--- config.mk ---
export PLATFORM = sky130hd
export DESIGN_NAME = asu_arith_unit
export DESIGN_NICKNAME = d
export VERILOG_FILES = /design/src/shared/asu_pkg.sv /design/src/rtl/asu_arith_unit.sv
export SDC_FILE = /design/constraint.sdc
export NUM_CORES = 1
export LEC_CHECK = 0
export BUFFER_PORTS_ARGS = -buffer_cell sky130_fd_sc_hd__buf_2
export CORE_ASPECT_RATIO = 1.75
export CORE_MARGIN = 3
export CORE_UTILIZATION = 45
export CTS_CLUSTER_DIAMETER = 200
export DETAILED_ROUTE_END_ITERATION = 10
export PLACE_DENSITY = 0.71
export SYNTH_ARGS = -nofsm -noshare
export SYNTH_HDL_FRONTEND = slang
export SYNTH_SLANG_ARGS = --single-unit
--- constraint.sdc ---
create_clock -name clk_sys_i -period 6 [get_ports clk_sys_i]
set_input_delay 0 -clock clk_sys_i [delete_from_list [all_inputs] [get_ports clk_sys_i]]
set_output_delay 0 -clock clk_sys_i [all_outputs]
set_load 0.005 [all_outputs]
--- src/shared/asu_pkg.sv ---
// constants and types for the add/subtract arithmetic unit
// Overview of operation
// - double add joins both halves as 36 bits
// - datapath works eighteen bits per pass
// - low half with Y, high half with Y+1
// - both passes run from one instruction
// - adder subtracts complement of memory operand
// - low pass borrow applied to high pass
// - codes 14,15 single add; 20,21 double add
// - code 50:60 is round, no memory
// - fixed command phases for the result sequence
// - D gets operand, complement for subtract codes
// - overflow flag set at T3.2
// - overflow from bit 17 borrow condition
// - single add returns sum to low half
// - single subtract returns difference to low half
// - indexed codes add index to address
// - low pass borrow recorded in borrow test
package asu_pkg;
    localparam int WORD_W = 18;
    localparam int ADDR_W = 15;
    localparam int CODE_W = 6;
    localparam int PH_W = 4;
    localparam logic [CODE_W-1:0] FC_ADD_SINGLE = 6'h0c;
    localparam logic [CODE_W-1:0] FC_ADD_SINGLE_IDX = 6'h0d;
    localparam logic [CODE_W-1:0] FC_SUB_SINGLE = 6'h0e;
    localparam logic [CODE_W-1:0] FC_SUB_SINGLE_IDX = 6'h0f;
    localparam logic [CODE_W-1:0] FC_ADD_DOUBLE = 6'h10;
    localparam logic [CODE_W-1:0] FC_ADD_DOUBLE_IDX = 6'h11;
    localparam logic [CODE_W-1:0] FC_ROUND = 6'h28;
    localparam logic [CODE_W-1:0] SC_ROUND = 6'h30;
    localparam logic [PH_W-1:0] PH_T11 = 4'h0;
    localparam logic [PH_W-1:0] PH_T13 = 4'h2;
    localparam logic [PH_W-1:0] PH_T14 = 4'h3;
    localparam logic [PH_W-1:0] PH_T21 = 4'h4;
    localparam logic [PH_W-1:0] PH_T23 = 4'h6;
    localparam logic [PH_W-1:0] PH_T24 = 4'h7;
    localparam logic [PH_W-1:0] PH_T32 = 4'h9;
    localparam logic [PH_W-1:0] PH_T41 = 4'hc;
    localparam logic [PH_W-1:0] PH_T42 = 4'hd;
    localparam logic [PH_W-1:0] PH_T43 = 4'he;
    localparam logic [PH_W-1:0] PH_T44 = 4'hf;
    localparam logic [PH_W-1:0] PH_STEP = 4'h1;
    localparam logic [ADDR_W-1:0] ADDR_STEP = 15'h0001;
    localparam logic [WORD_W-1:0] WORD_ONE = 18'h00001;
    typedef enum logic [2:0] {
        ST_IDLE,
        ST_SINGLE,
        ST_LOW,
        ST_HIGH,
        ST_ROUND
    } asu_state_t;
endpackage

--- src/rtl/asu_arith_unit.sv ---
// add/subtract arithmetic unit: sequencer, adder and accumulator halves
`timescale 1ns/1ps
`default_nettype none
module asu_arith_unit import asu_pkg::*; (
    // clock, reset, enable
    input wire logic clk_sys_i,
    input wire logic rst_n_i,
    input wire logic ce_i,
    // instruction issue
    input wire logic start_i,
    input wire logic [CODE_W-1:0] func_code_i,
    input wire logic [CODE_W-1:0] sub_code_i,
    input wire logic [ADDR_W-1:0] y_addr_i,
    input wire logic [ADDR_W-1:0] index_b_i,
    // accumulator preload and flag clear
    input wire logic acc_wr_low_i,
    input wire logic acc_wr_high_i,
    input wire logic [WORD_W-1:0] acc_wr_data_i,
    input wire logic ovf_clear_i,
    // memory
    input wire logic [WORD_W-1:0] mem_data_i,
    output logic mem_start_o,
    output logic [ADDR_W-1:0] mem_addr_o,
    // status and results
    output logic busy_o,
    output logic done_o,
    output logic reject_o,
    output logic [WORD_W-1:0] acc_low_half_o,
    output logic [WORD_W-1:0] acc_high_half_o,
    output logic overflow_o,
    output logic borrow_test_o
);

    // ------------------------------------------------------------
    // decode helpers
    // ------------------------------------------------------------
    function automatic logic is_single(input logic [CODE_W-1:0] f);
        is_single = (f == FC_ADD_SINGLE) || (f == FC_ADD_SINGLE_IDX) ||
                    (f == FC_SUB_SINGLE) || (f == FC_SUB_SINGLE_IDX);
    endfunction

    function automatic logic is_sub(input logic [CODE_W-1:0] f);
        is_sub = (f == FC_SUB_SINGLE) || (f == FC_SUB_SINGLE_IDX);
    endfunction

    function automatic logic is_double(input logic [CODE_W-1:0] f);
        is_double = (f == FC_ADD_DOUBLE) || (f == FC_ADD_DOUBLE_IDX);
    endfunction

    function automatic logic is_indexed(input logic [CODE_W-1:0] f);
        is_indexed = (f == FC_ADD_SINGLE_IDX) || (f == FC_SUB_SINGLE_IDX) ||
                     (f == FC_ADD_DOUBLE_IDX);
    endfunction

    // bit WORD_W of the result is the borrow out
    function automatic logic [WORD_W:0] sub_word(input logic [WORD_W-1:0] a,
                                                 input logic [WORD_W-1:0] b,
                                                 input logic bin);
        sub_word = {1'b0, a} - {1'b0, b} - {{WORD_W{1'b0}}, bin};
    endfunction

    // ------------------------------------------------------------
    // registers
    // ------------------------------------------------------------
    asu_state_t state_reg, state_next;
    logic [PH_W-1:0] phase_reg;
    logic [CODE_W-1:0] func_reg;
    logic [ADDR_W-1:0] y_reg;
    logic [ADDR_W-1:0] b_reg;
    logic [ADDR_W-1:0] operand_address_reg;
    logic [WORD_W-1:0] memory_word_buffer_reg;
    logic [WORD_W-1:0] x_reg;
    logic [WORD_W-1:0] d_reg;
    logic [WORD_W-1:0] acc_low_half_reg;
    logic [WORD_W-1:0] acc_high_half_reg;
    logic overflow_reg;
    logic borrow_test_reg;
    logic mem_start_reg;
    logic busy_reg;
    logic done_reg;
    logic reject_reg;

    // ------------------------------------------------------------
    // phase decode
    // ------------------------------------------------------------
    logic idle, run, take, supported, round_req;
    logic at_t11, at_t13, at_t14, at_t21, at_t23, at_t24;
    logic at_t32, at_t41, at_t42, at_t43, at_t44;
    logic high_side, low_side;
    assign idle = (state_reg == ST_IDLE);
    assign run = ce_i && !idle;
    assign round_req = (func_code_i == FC_ROUND) && (sub_code_i == SC_ROUND);
    assign supported = is_single(func_code_i) || is_double(func_code_i) || round_req;
    assign take = ce_i && idle && start_i;
    assign at_t11 = run && (phase_reg == PH_T11);
    assign at_t13 = run && (phase_reg == PH_T13);
    assign at_t14 = run && (phase_reg == PH_T14);
    assign at_t21 = run && (phase_reg == PH_T21);
    assign at_t23 = run && (phase_reg == PH_T23);
    assign at_t24 = run && (phase_reg == PH_T24);
    assign at_t32 = run && (phase_reg == PH_T32);
    assign at_t41 = run && (phase_reg == PH_T41);
    assign at_t42 = run && (phase_reg == PH_T42);
    assign at_t43 = run && (phase_reg == PH_T43);
    assign at_t44 = run && (phase_reg == PH_T44);
    assign high_side = (state_reg == ST_HIGH) || (state_reg == ST_ROUND);
    assign low_side = (state_reg == ST_SINGLE) || (state_reg == ST_LOW);

    // ------------------------------------------------------------
    // adder: X minus complement of D, end-around borrow by mode
    // ------------------------------------------------------------
    logic [WORD_W-1:0] d_comp, sum_word, acc_sel, d_sel;
    logic [WORD_W:0] raw, raw_lo;
    logic pass_bin, end_around_borrow, bin17, ovf_hit, wrap_here;
    logic [ADDR_W-1:0] addr_calc, addr_next;
    assign d_comp = ~d_reg;
    // the high pass takes the borrow that the low pass left behind
    assign pass_bin = (state_reg == ST_HIGH) && borrow_test_reg;
    assign raw = sub_word(x_reg, d_comp, pass_bin);
    assign raw_lo = sub_word({1'b0, x_reg[WORD_W-2:0]}, {1'b0, d_comp[WORD_W-2:0]}, pass_bin);
    assign end_around_borrow = raw[WORD_W];
    assign bin17 = raw_lo[WORD_W];
    assign ovf_hit = (!x_reg[WORD_W-1] && d_comp[WORD_W-1] && !bin17) ||
                     (x_reg[WORD_W-1] && !d_comp[WORD_W-1] && bin17);
    // single-word passes close the borrow on themselves; double passes forward it
    assign wrap_here = end_around_borrow &&
                       ((state_reg == ST_SINGLE) || (state_reg == ST_ROUND));
    assign sum_word = wrap_here ? raw[WORD_W-1:0] - WORD_ONE : raw[WORD_W-1:0];
    assign acc_sel = high_side ? acc_high_half_reg : acc_low_half_reg;
    assign d_sel = (state_reg == ST_ROUND) ? {{(WORD_W-1){1'b0}}, acc_low_half_reg[WORD_W-1]} :
                   is_sub(func_reg) ? ~memory_word_buffer_reg : memory_word_buffer_reg;
    assign addr_calc = y_reg + (is_indexed(func_reg) ? b_reg : '0);
    // even Y from software makes this the odd partner word
    assign addr_next = (state_reg == ST_HIGH) ? operand_address_reg + ADDR_STEP : addr_calc;

    // ------------------------------------------------------------
    // sequence control
    // ------------------------------------------------------------
    always_comb begin
        state_next = state_reg;
        case (state_reg)
            ST_IDLE: begin
                if (take && is_single(func_code_i)) begin
                    state_next = ST_SINGLE;
                end else if (take && is_double(func_code_i)) begin
                    state_next = ST_LOW;
                end else if (take && round_req) begin
                    state_next = ST_ROUND;
                end
            end
            ST_LOW: begin
                if (at_t43) begin
                    state_next = ST_HIGH;
                end
            end
            default: begin
                if (at_t43) begin
                    state_next = ST_IDLE;
                end
            end
        endcase
    end

    always_ff @(posedge clk_sys_i or negedge rst_n_i) begin
        if (!rst_n_i) begin
            state_reg <= ST_IDLE;
            phase_reg <= PH_T44;
        end else if (ce_i) begin
            state_reg <= state_next;
            phase_reg <= take ? PH_T44 : (idle ? phase_reg : phase_reg + PH_STEP);
        end
    end

    always_ff @(posedge clk_sys_i or negedge rst_n_i) begin
        if (!rst_n_i) begin
            func_reg <= '0;
            y_reg <= '0;
            b_reg <= '0;
        end else if (take) begin
            func_reg <= func_code_i;
            y_reg <= y_addr_i;
            b_reg <= index_b_i;
        end
    end

    always_ff @(posedge clk_sys_i or negedge rst_n_i) begin
        if (!rst_n_i) begin
            busy_reg <= 1'b0;
            done_reg <= 1'b0;
            reject_reg <= 1'b0;
            mem_start_reg <= 1'b0;
        end else if (ce_i) begin
            busy_reg <= (state_next != ST_IDLE);
            done_reg <= at_t43 && (state_reg != ST_LOW);
            reject_reg <= take && !supported;
            mem_start_reg <= at_t11 && (state_reg != ST_ROUND);
        end
    end

    // ------------------------------------------------------------
    // operand path
    // ------------------------------------------------------------
    always_ff @(posedge clk_sys_i or negedge rst_n_i) begin
        if (!rst_n_i) begin
            operand_address_reg <= '0;
        end else if (at_t44 && (state_reg != ST_HIGH)) begin
            operand_address_reg <= '0;
        end else if (at_t11) begin
            operand_address_reg <= addr_next;
        end
    end

    always_ff @(posedge clk_sys_i or negedge rst_n_i) begin
        if (!rst_n_i) begin
            memory_word_buffer_reg <= '0;
            x_reg <= '0;
        end else if (at_t13) begin
            memory_word_buffer_reg <= '0;
            x_reg <= '0;
        end else if (at_t14) begin
            x_reg <= acc_sel;
        end else if (at_t21) begin
            memory_word_buffer_reg <= mem_data_i;
        end
    end

    always_ff @(posedge clk_sys_i or negedge rst_n_i) begin
        if (!rst_n_i) begin
            d_reg <= '0;
        end else if (at_t23) begin
            d_reg <= '0;
        end else if (at_t24) begin
            d_reg <= d_sel;
        end
    end

    // ------------------------------------------------------------
    // accumulator halves and flags
    // ------------------------------------------------------------
    logic ovf_set, ovf_next;
    assign ovf_set = at_t32 && ovf_hit &&
                     ((state_reg == ST_SINGLE) || (state_reg == ST_HIGH));
    assign ovf_next = ovf_set || (overflow_reg && !ovf_clear_i);

    always_ff @(posedge clk_sys_i or negedge rst_n_i) begin
        if (!rst_n_i) begin
            acc_low_half_reg <= '0;
        end else if (ce_i && idle && acc_wr_low_i) begin
            acc_low_half_reg <= acc_wr_data_i;
        end else if (at_t41 && low_side) begin
            acc_low_half_reg <= '0;
        end else if (at_t42 && low_side) begin
            acc_low_half_reg <= sum_word;
        end
    end

    always_ff @(posedge clk_sys_i or negedge rst_n_i) begin
        if (!rst_n_i) begin
            acc_high_half_reg <= '0;
        end else if (ce_i && idle && acc_wr_high_i) begin
            acc_high_half_reg <= acc_wr_data_i;
        end else if (at_t41 && high_side) begin
            acc_high_half_reg <= '0;
        end else if (at_t42 && high_side) begin
            acc_high_half_reg <= sum_word;
        end
    end

    // a set in the clearing cycle wins
    always_ff @(posedge clk_sys_i or negedge rst_n_i) begin
        if (!rst_n_i) begin
            overflow_reg <= 1'b0;
        end else if (ce_i) begin
            overflow_reg <= ovf_next;
        end
    end

    always_ff @(posedge clk_sys_i or negedge rst_n_i) begin
        if (!rst_n_i) begin
            borrow_test_reg <= 1'b0;
        end else if (at_t41 && (state_reg == ST_LOW)) begin
            borrow_test_reg <= 1'b0; // high pass keeps it as borrow-in until T4.2
        end else if (at_t42 && ((state_reg == ST_LOW) || (state_reg == ST_HIGH))) begin
            borrow_test_reg <= end_around_borrow;
        end
    end

    assign mem_start_o = mem_start_reg;
    assign mem_addr_o = operand_address_reg;
    assign busy_o = busy_reg;
    assign done_o = done_reg;
    assign reject_o = reject_reg;
    assign acc_low_half_o = acc_low_half_reg;
    assign acc_high_half_o = acc_high_half_reg;
    assign overflow_o = overflow_reg;
    assign borrow_test_o = borrow_test_reg;
endmodule // asu_arith_unit
`default_nettype wire

==> results by group <==
Timing
  • WHS: 0.131 ns
  • Tmin final: 4.65 ns
  • Final Cycle Share: 77.5%
  • FMAX: 215 MHz
  • Setup TNS: 0 ns
  • Final hold viol count: 0
  • Worst-Margin Slew: 1.17 ns
  • Slew margin rel.: 21.4%
  • Unrepaired setup endpoints after global routing: no
  • Max Slew Vio Count: 0
  • Final setup vio count: 0
  • Setup Skew: 0.0112 ns

GRT
  • GR Overflow Total: 0
  • Largest net degree at the start of global routing: 81
  • Initial antenna violation count: 0
  • Total GRT Usage: 25.6%
  • Vias in the first global route: 10200
  • Global-route wire length before repair: 51600 microns

Setup path
  • Crit path largest cell delay: 0.72 ns
  • Worst-path fanout max: 15
  • Reg2reg start: func_reg[1]$_DFFE_PN0P_
  • R2R setup slack: 1.35 ns
  • Crit start category: register
  • CP Data Arrival Time: 4.97 ns
  • Critical Path RT: 6.32 ns
  • WS Path Type: register to register
  • Crit. End Element: register
  • Slowest-stage cell, CP: a2111oi_0
  • Worst path cell trace: or4b_2 > o21ai_0 > and3b_1 > and2_1 > ha_1 > a21o_1 > a21oi_1 > o21bai_1 > a2111oi_0 > o31ai_1 > a2111oi_0 > o31ai_1 > xnor2_1 > o221ai_1
  • Worst r2r path cells: 14
  • R2R Path End: mem_addr_o[13]$_DFFE_PN0P_

Placed design
  • Post-DP HPWL: 24300 microns
  • Port Buf Inserts: 141
  • GPL Wtd Cong: 0.891

Clock network
  • Max H-tree Level: 4
  • CTS Root Buffer Type: clkbuf_16
  • Later-pin clock latency in the skew report: 0.45 ns
  • CTS buffer count: 17
  • Post-CTS resize count: 0
  • Maximum clock insertion buffer count: 2
  • Total clock sinks: 154
  • Clock-pin slew on the worst setup and hold paths: 0.06 ns
  • CTS tree: built

Finish
  • Nets: 1566
  • Layout cells sized above 1: 18.2%
  • Antenna cells: 0
  • Synth-to-layout area growth: 21.3%
  • Final core occ: 56.1%

Synth
  • Ys async rst share: 100%
  • Post-Syn Area: 10900 sq um
  • Netlist cell types: 88
  • Post-synth EDFFs: 0
  • Synthesized flop and latch total: 154
  • Cells after Synth: 1209
  • Yosys warning count: 0
  • Syn nets: 1371
  • Average cell area after synthesis: 8.99 sq um
  • Register area share after synthesis: 35.5%
  • Dominant register cell in the synthesized netlist: dfrtp_1

Route
  • Vias per cell: 5.80
  • Antenna viol nets, final: 0
  • Routed WL per cell: 18.7 microns
  • Routed Wire Length: 32300 microns
  • Vias: 9979
  • DRC Markers: 0
  • Iter 0 DRT Violations: 520
  • DRT Pass-1 Iters: 7

Power and ir drop
  • Pleak: 6.15 nW
  • PwrDens: 579 nW/um^2
  • Worst VDD drop: 0.265 mV

Floorplanning
  • FP Rows: 74
  • Die width: 123 microns
  • Core footprint: 23500 sq um
  • Chip Height: 212 microns
  • Die area: 26100 sq um
  • Boundary pin count: 142
  • Initial Utilization: 46.2%

Run
  • # Max-Cap Violations: 0

Run status
  • Status: completed

Worst hold path
  • Worst hold path type: input pin to asynchronous set/reset pin
==> power breakdown <==
| group | internal, W | switching, W |
|---|---|---|
| Sequential | 0.00146 | 0.000371 |
| Combinational | 0.00190 | 0.00284 |
| Clock | 0.000589 | 0.000469 |
==> cells in the mapped netlist (5+ instances only) <==
cell	instances	share of area [%]
or3_1	9	0.52
and2_1	21	1.2
or2_2	8	0.46
o21bai_1	7	0.48
and3_1	20	1.2
o211ai_1	7	0.48
a21o_1	15	1.0
mux2i_1	33	3.0
xor2_1	10	0.81
nand2_1	99	3.4
clkbuf_1	43	1.5
nand4_1	13	0.75
nand2b_1	7	0.40
dfrtp_1	150	35
ha_1	73	8.4
o22ai_1	6	0.35
nand3b_1	7	0.48
o21ai_1	5	0.23
a2111oi_0	7	0.56
nor2b_1	12	0.69
o221ai_1	5	0.40
a211oi_1	24	1.7
o31ai_1	8	0.55
mux2_2	37	3.8
nor3_1	25	1.2
nand3_1	19	0.88
xnor2_1	48	3.9
a21oi_1	74	3.4
a31oi_1	10	0.58
o21ai_0	95	4.4
nor2_1	89	3.1
inv_1	87	3.0
o21a_1	16	1.1
a22o_1	20	1.6
==> cell usage in the layout (no fill, tap or decap), drive strengths merged, types with 21 or more instances in the layout <==
master / n
nand2: 99
a211oi: 26
a21oi: 74
dlygate4sd3: 79
mux2: 37
inv: 92
mux2i: 33
buf: 150
dfrtp: 150
xnor2: 48
o21ai: 100
nor3: 27
and2: 21
nor2: 90
ha: 73
==> metrics by stage <==
step,setup slack (ns),power (W),cell area (sq um),std cells
floorplan,1.99,0.00517,10900,1209
global placement,1.39,0.00639,11800,1610
detailed placement,1.35,0.00650,11800,1610
CTS,1.36,0.00763,13200,1721
global route,0.930,0.00822,13200,1721
finish,1.35,0.00763,13200,1721
==> how the worst max path moves through the flow <==
stage                                   from                               to  cells past startpoint
finish               func_reg[1]$_DFFE_PN0P_       mem_addr_o[13]$_DFFE_PN0P_                     14
detailed placement   func_reg[1]$_DFFE_PN0P_       mem_addr_o[13]$_DFFE_PN0P_                     14
floorplan           state_reg[2]$_DFFE_PN0P_  acc_high_half_o[16]$_DFFE_PN0P_                     16
global route         func_reg[1]$_DFFE_PN0P_       mem_addr_o[13]$_DFFE_PN0P_                     14
CTS                  func_reg[1]$_DFFE_PN0P_       mem_addr_o[13]$_DFFE_PN0P_                     14
global placement     func_reg[1]$_DFFE_PN0P_       mem_addr_o[13]$_DFFE_PN0P_                     14
==> kinds of logic after synthesis <==
family | after synthesis | synth area share [%]
adder cells (fa/ha/maj) | 77 | 9.14
XOR/XNOR | 58 | 4.68
buffers and inverters | 141 | 5.11
flip-flops | 154 | 35.5
AO/OA/AOI/OAI | 344 | 21.2
multiplexers | 70 | 6.87
AND/OR/NAND/NOR | 365 | 17.5
==> per-layer routing <==
| metal | GRT usage [%] | wire length (microns) | up-vias |
|---|---|---|---|
| li1 | - | - | 4740 |
| met2 | 45.9 | 17100 | 317 |
| met1 | 24.4 | 10500 | 4796 |
| met5 | 0 | 0 | - |
| met4 | 21.6 | 3150 | 0 |
| met3 | 4.95 | 1480 | 126 |
==> area by class of cell <==
class	instances	area (sq um)
multi-input cells	914	6460
fillers	2150	10300
clock buffers	18	439
flip-flops and latches	154	3860
repair buffers	229	1570
well taps	304	380
clock inverters	14	139
inverters	88	330
==> what timing repair did <==
action / in CTS / in global routing
endpoints found under the hold margin: 171 / 0
hold buffers: 79 / 0
setup buffers: 0 / 0
==> critical path, delay by kind of cell (launching register included) <==
kind,cells,cell delay [ns]
adders and majority gates,1,0.24
xor gates and xnor gates,1,0.15
AOI/OAI and AO/OA,9,2.34
DFF,1,0.39
and+or+nand+nor,3,1.38
Note: power is estimated with default switching activity, not from simulation.
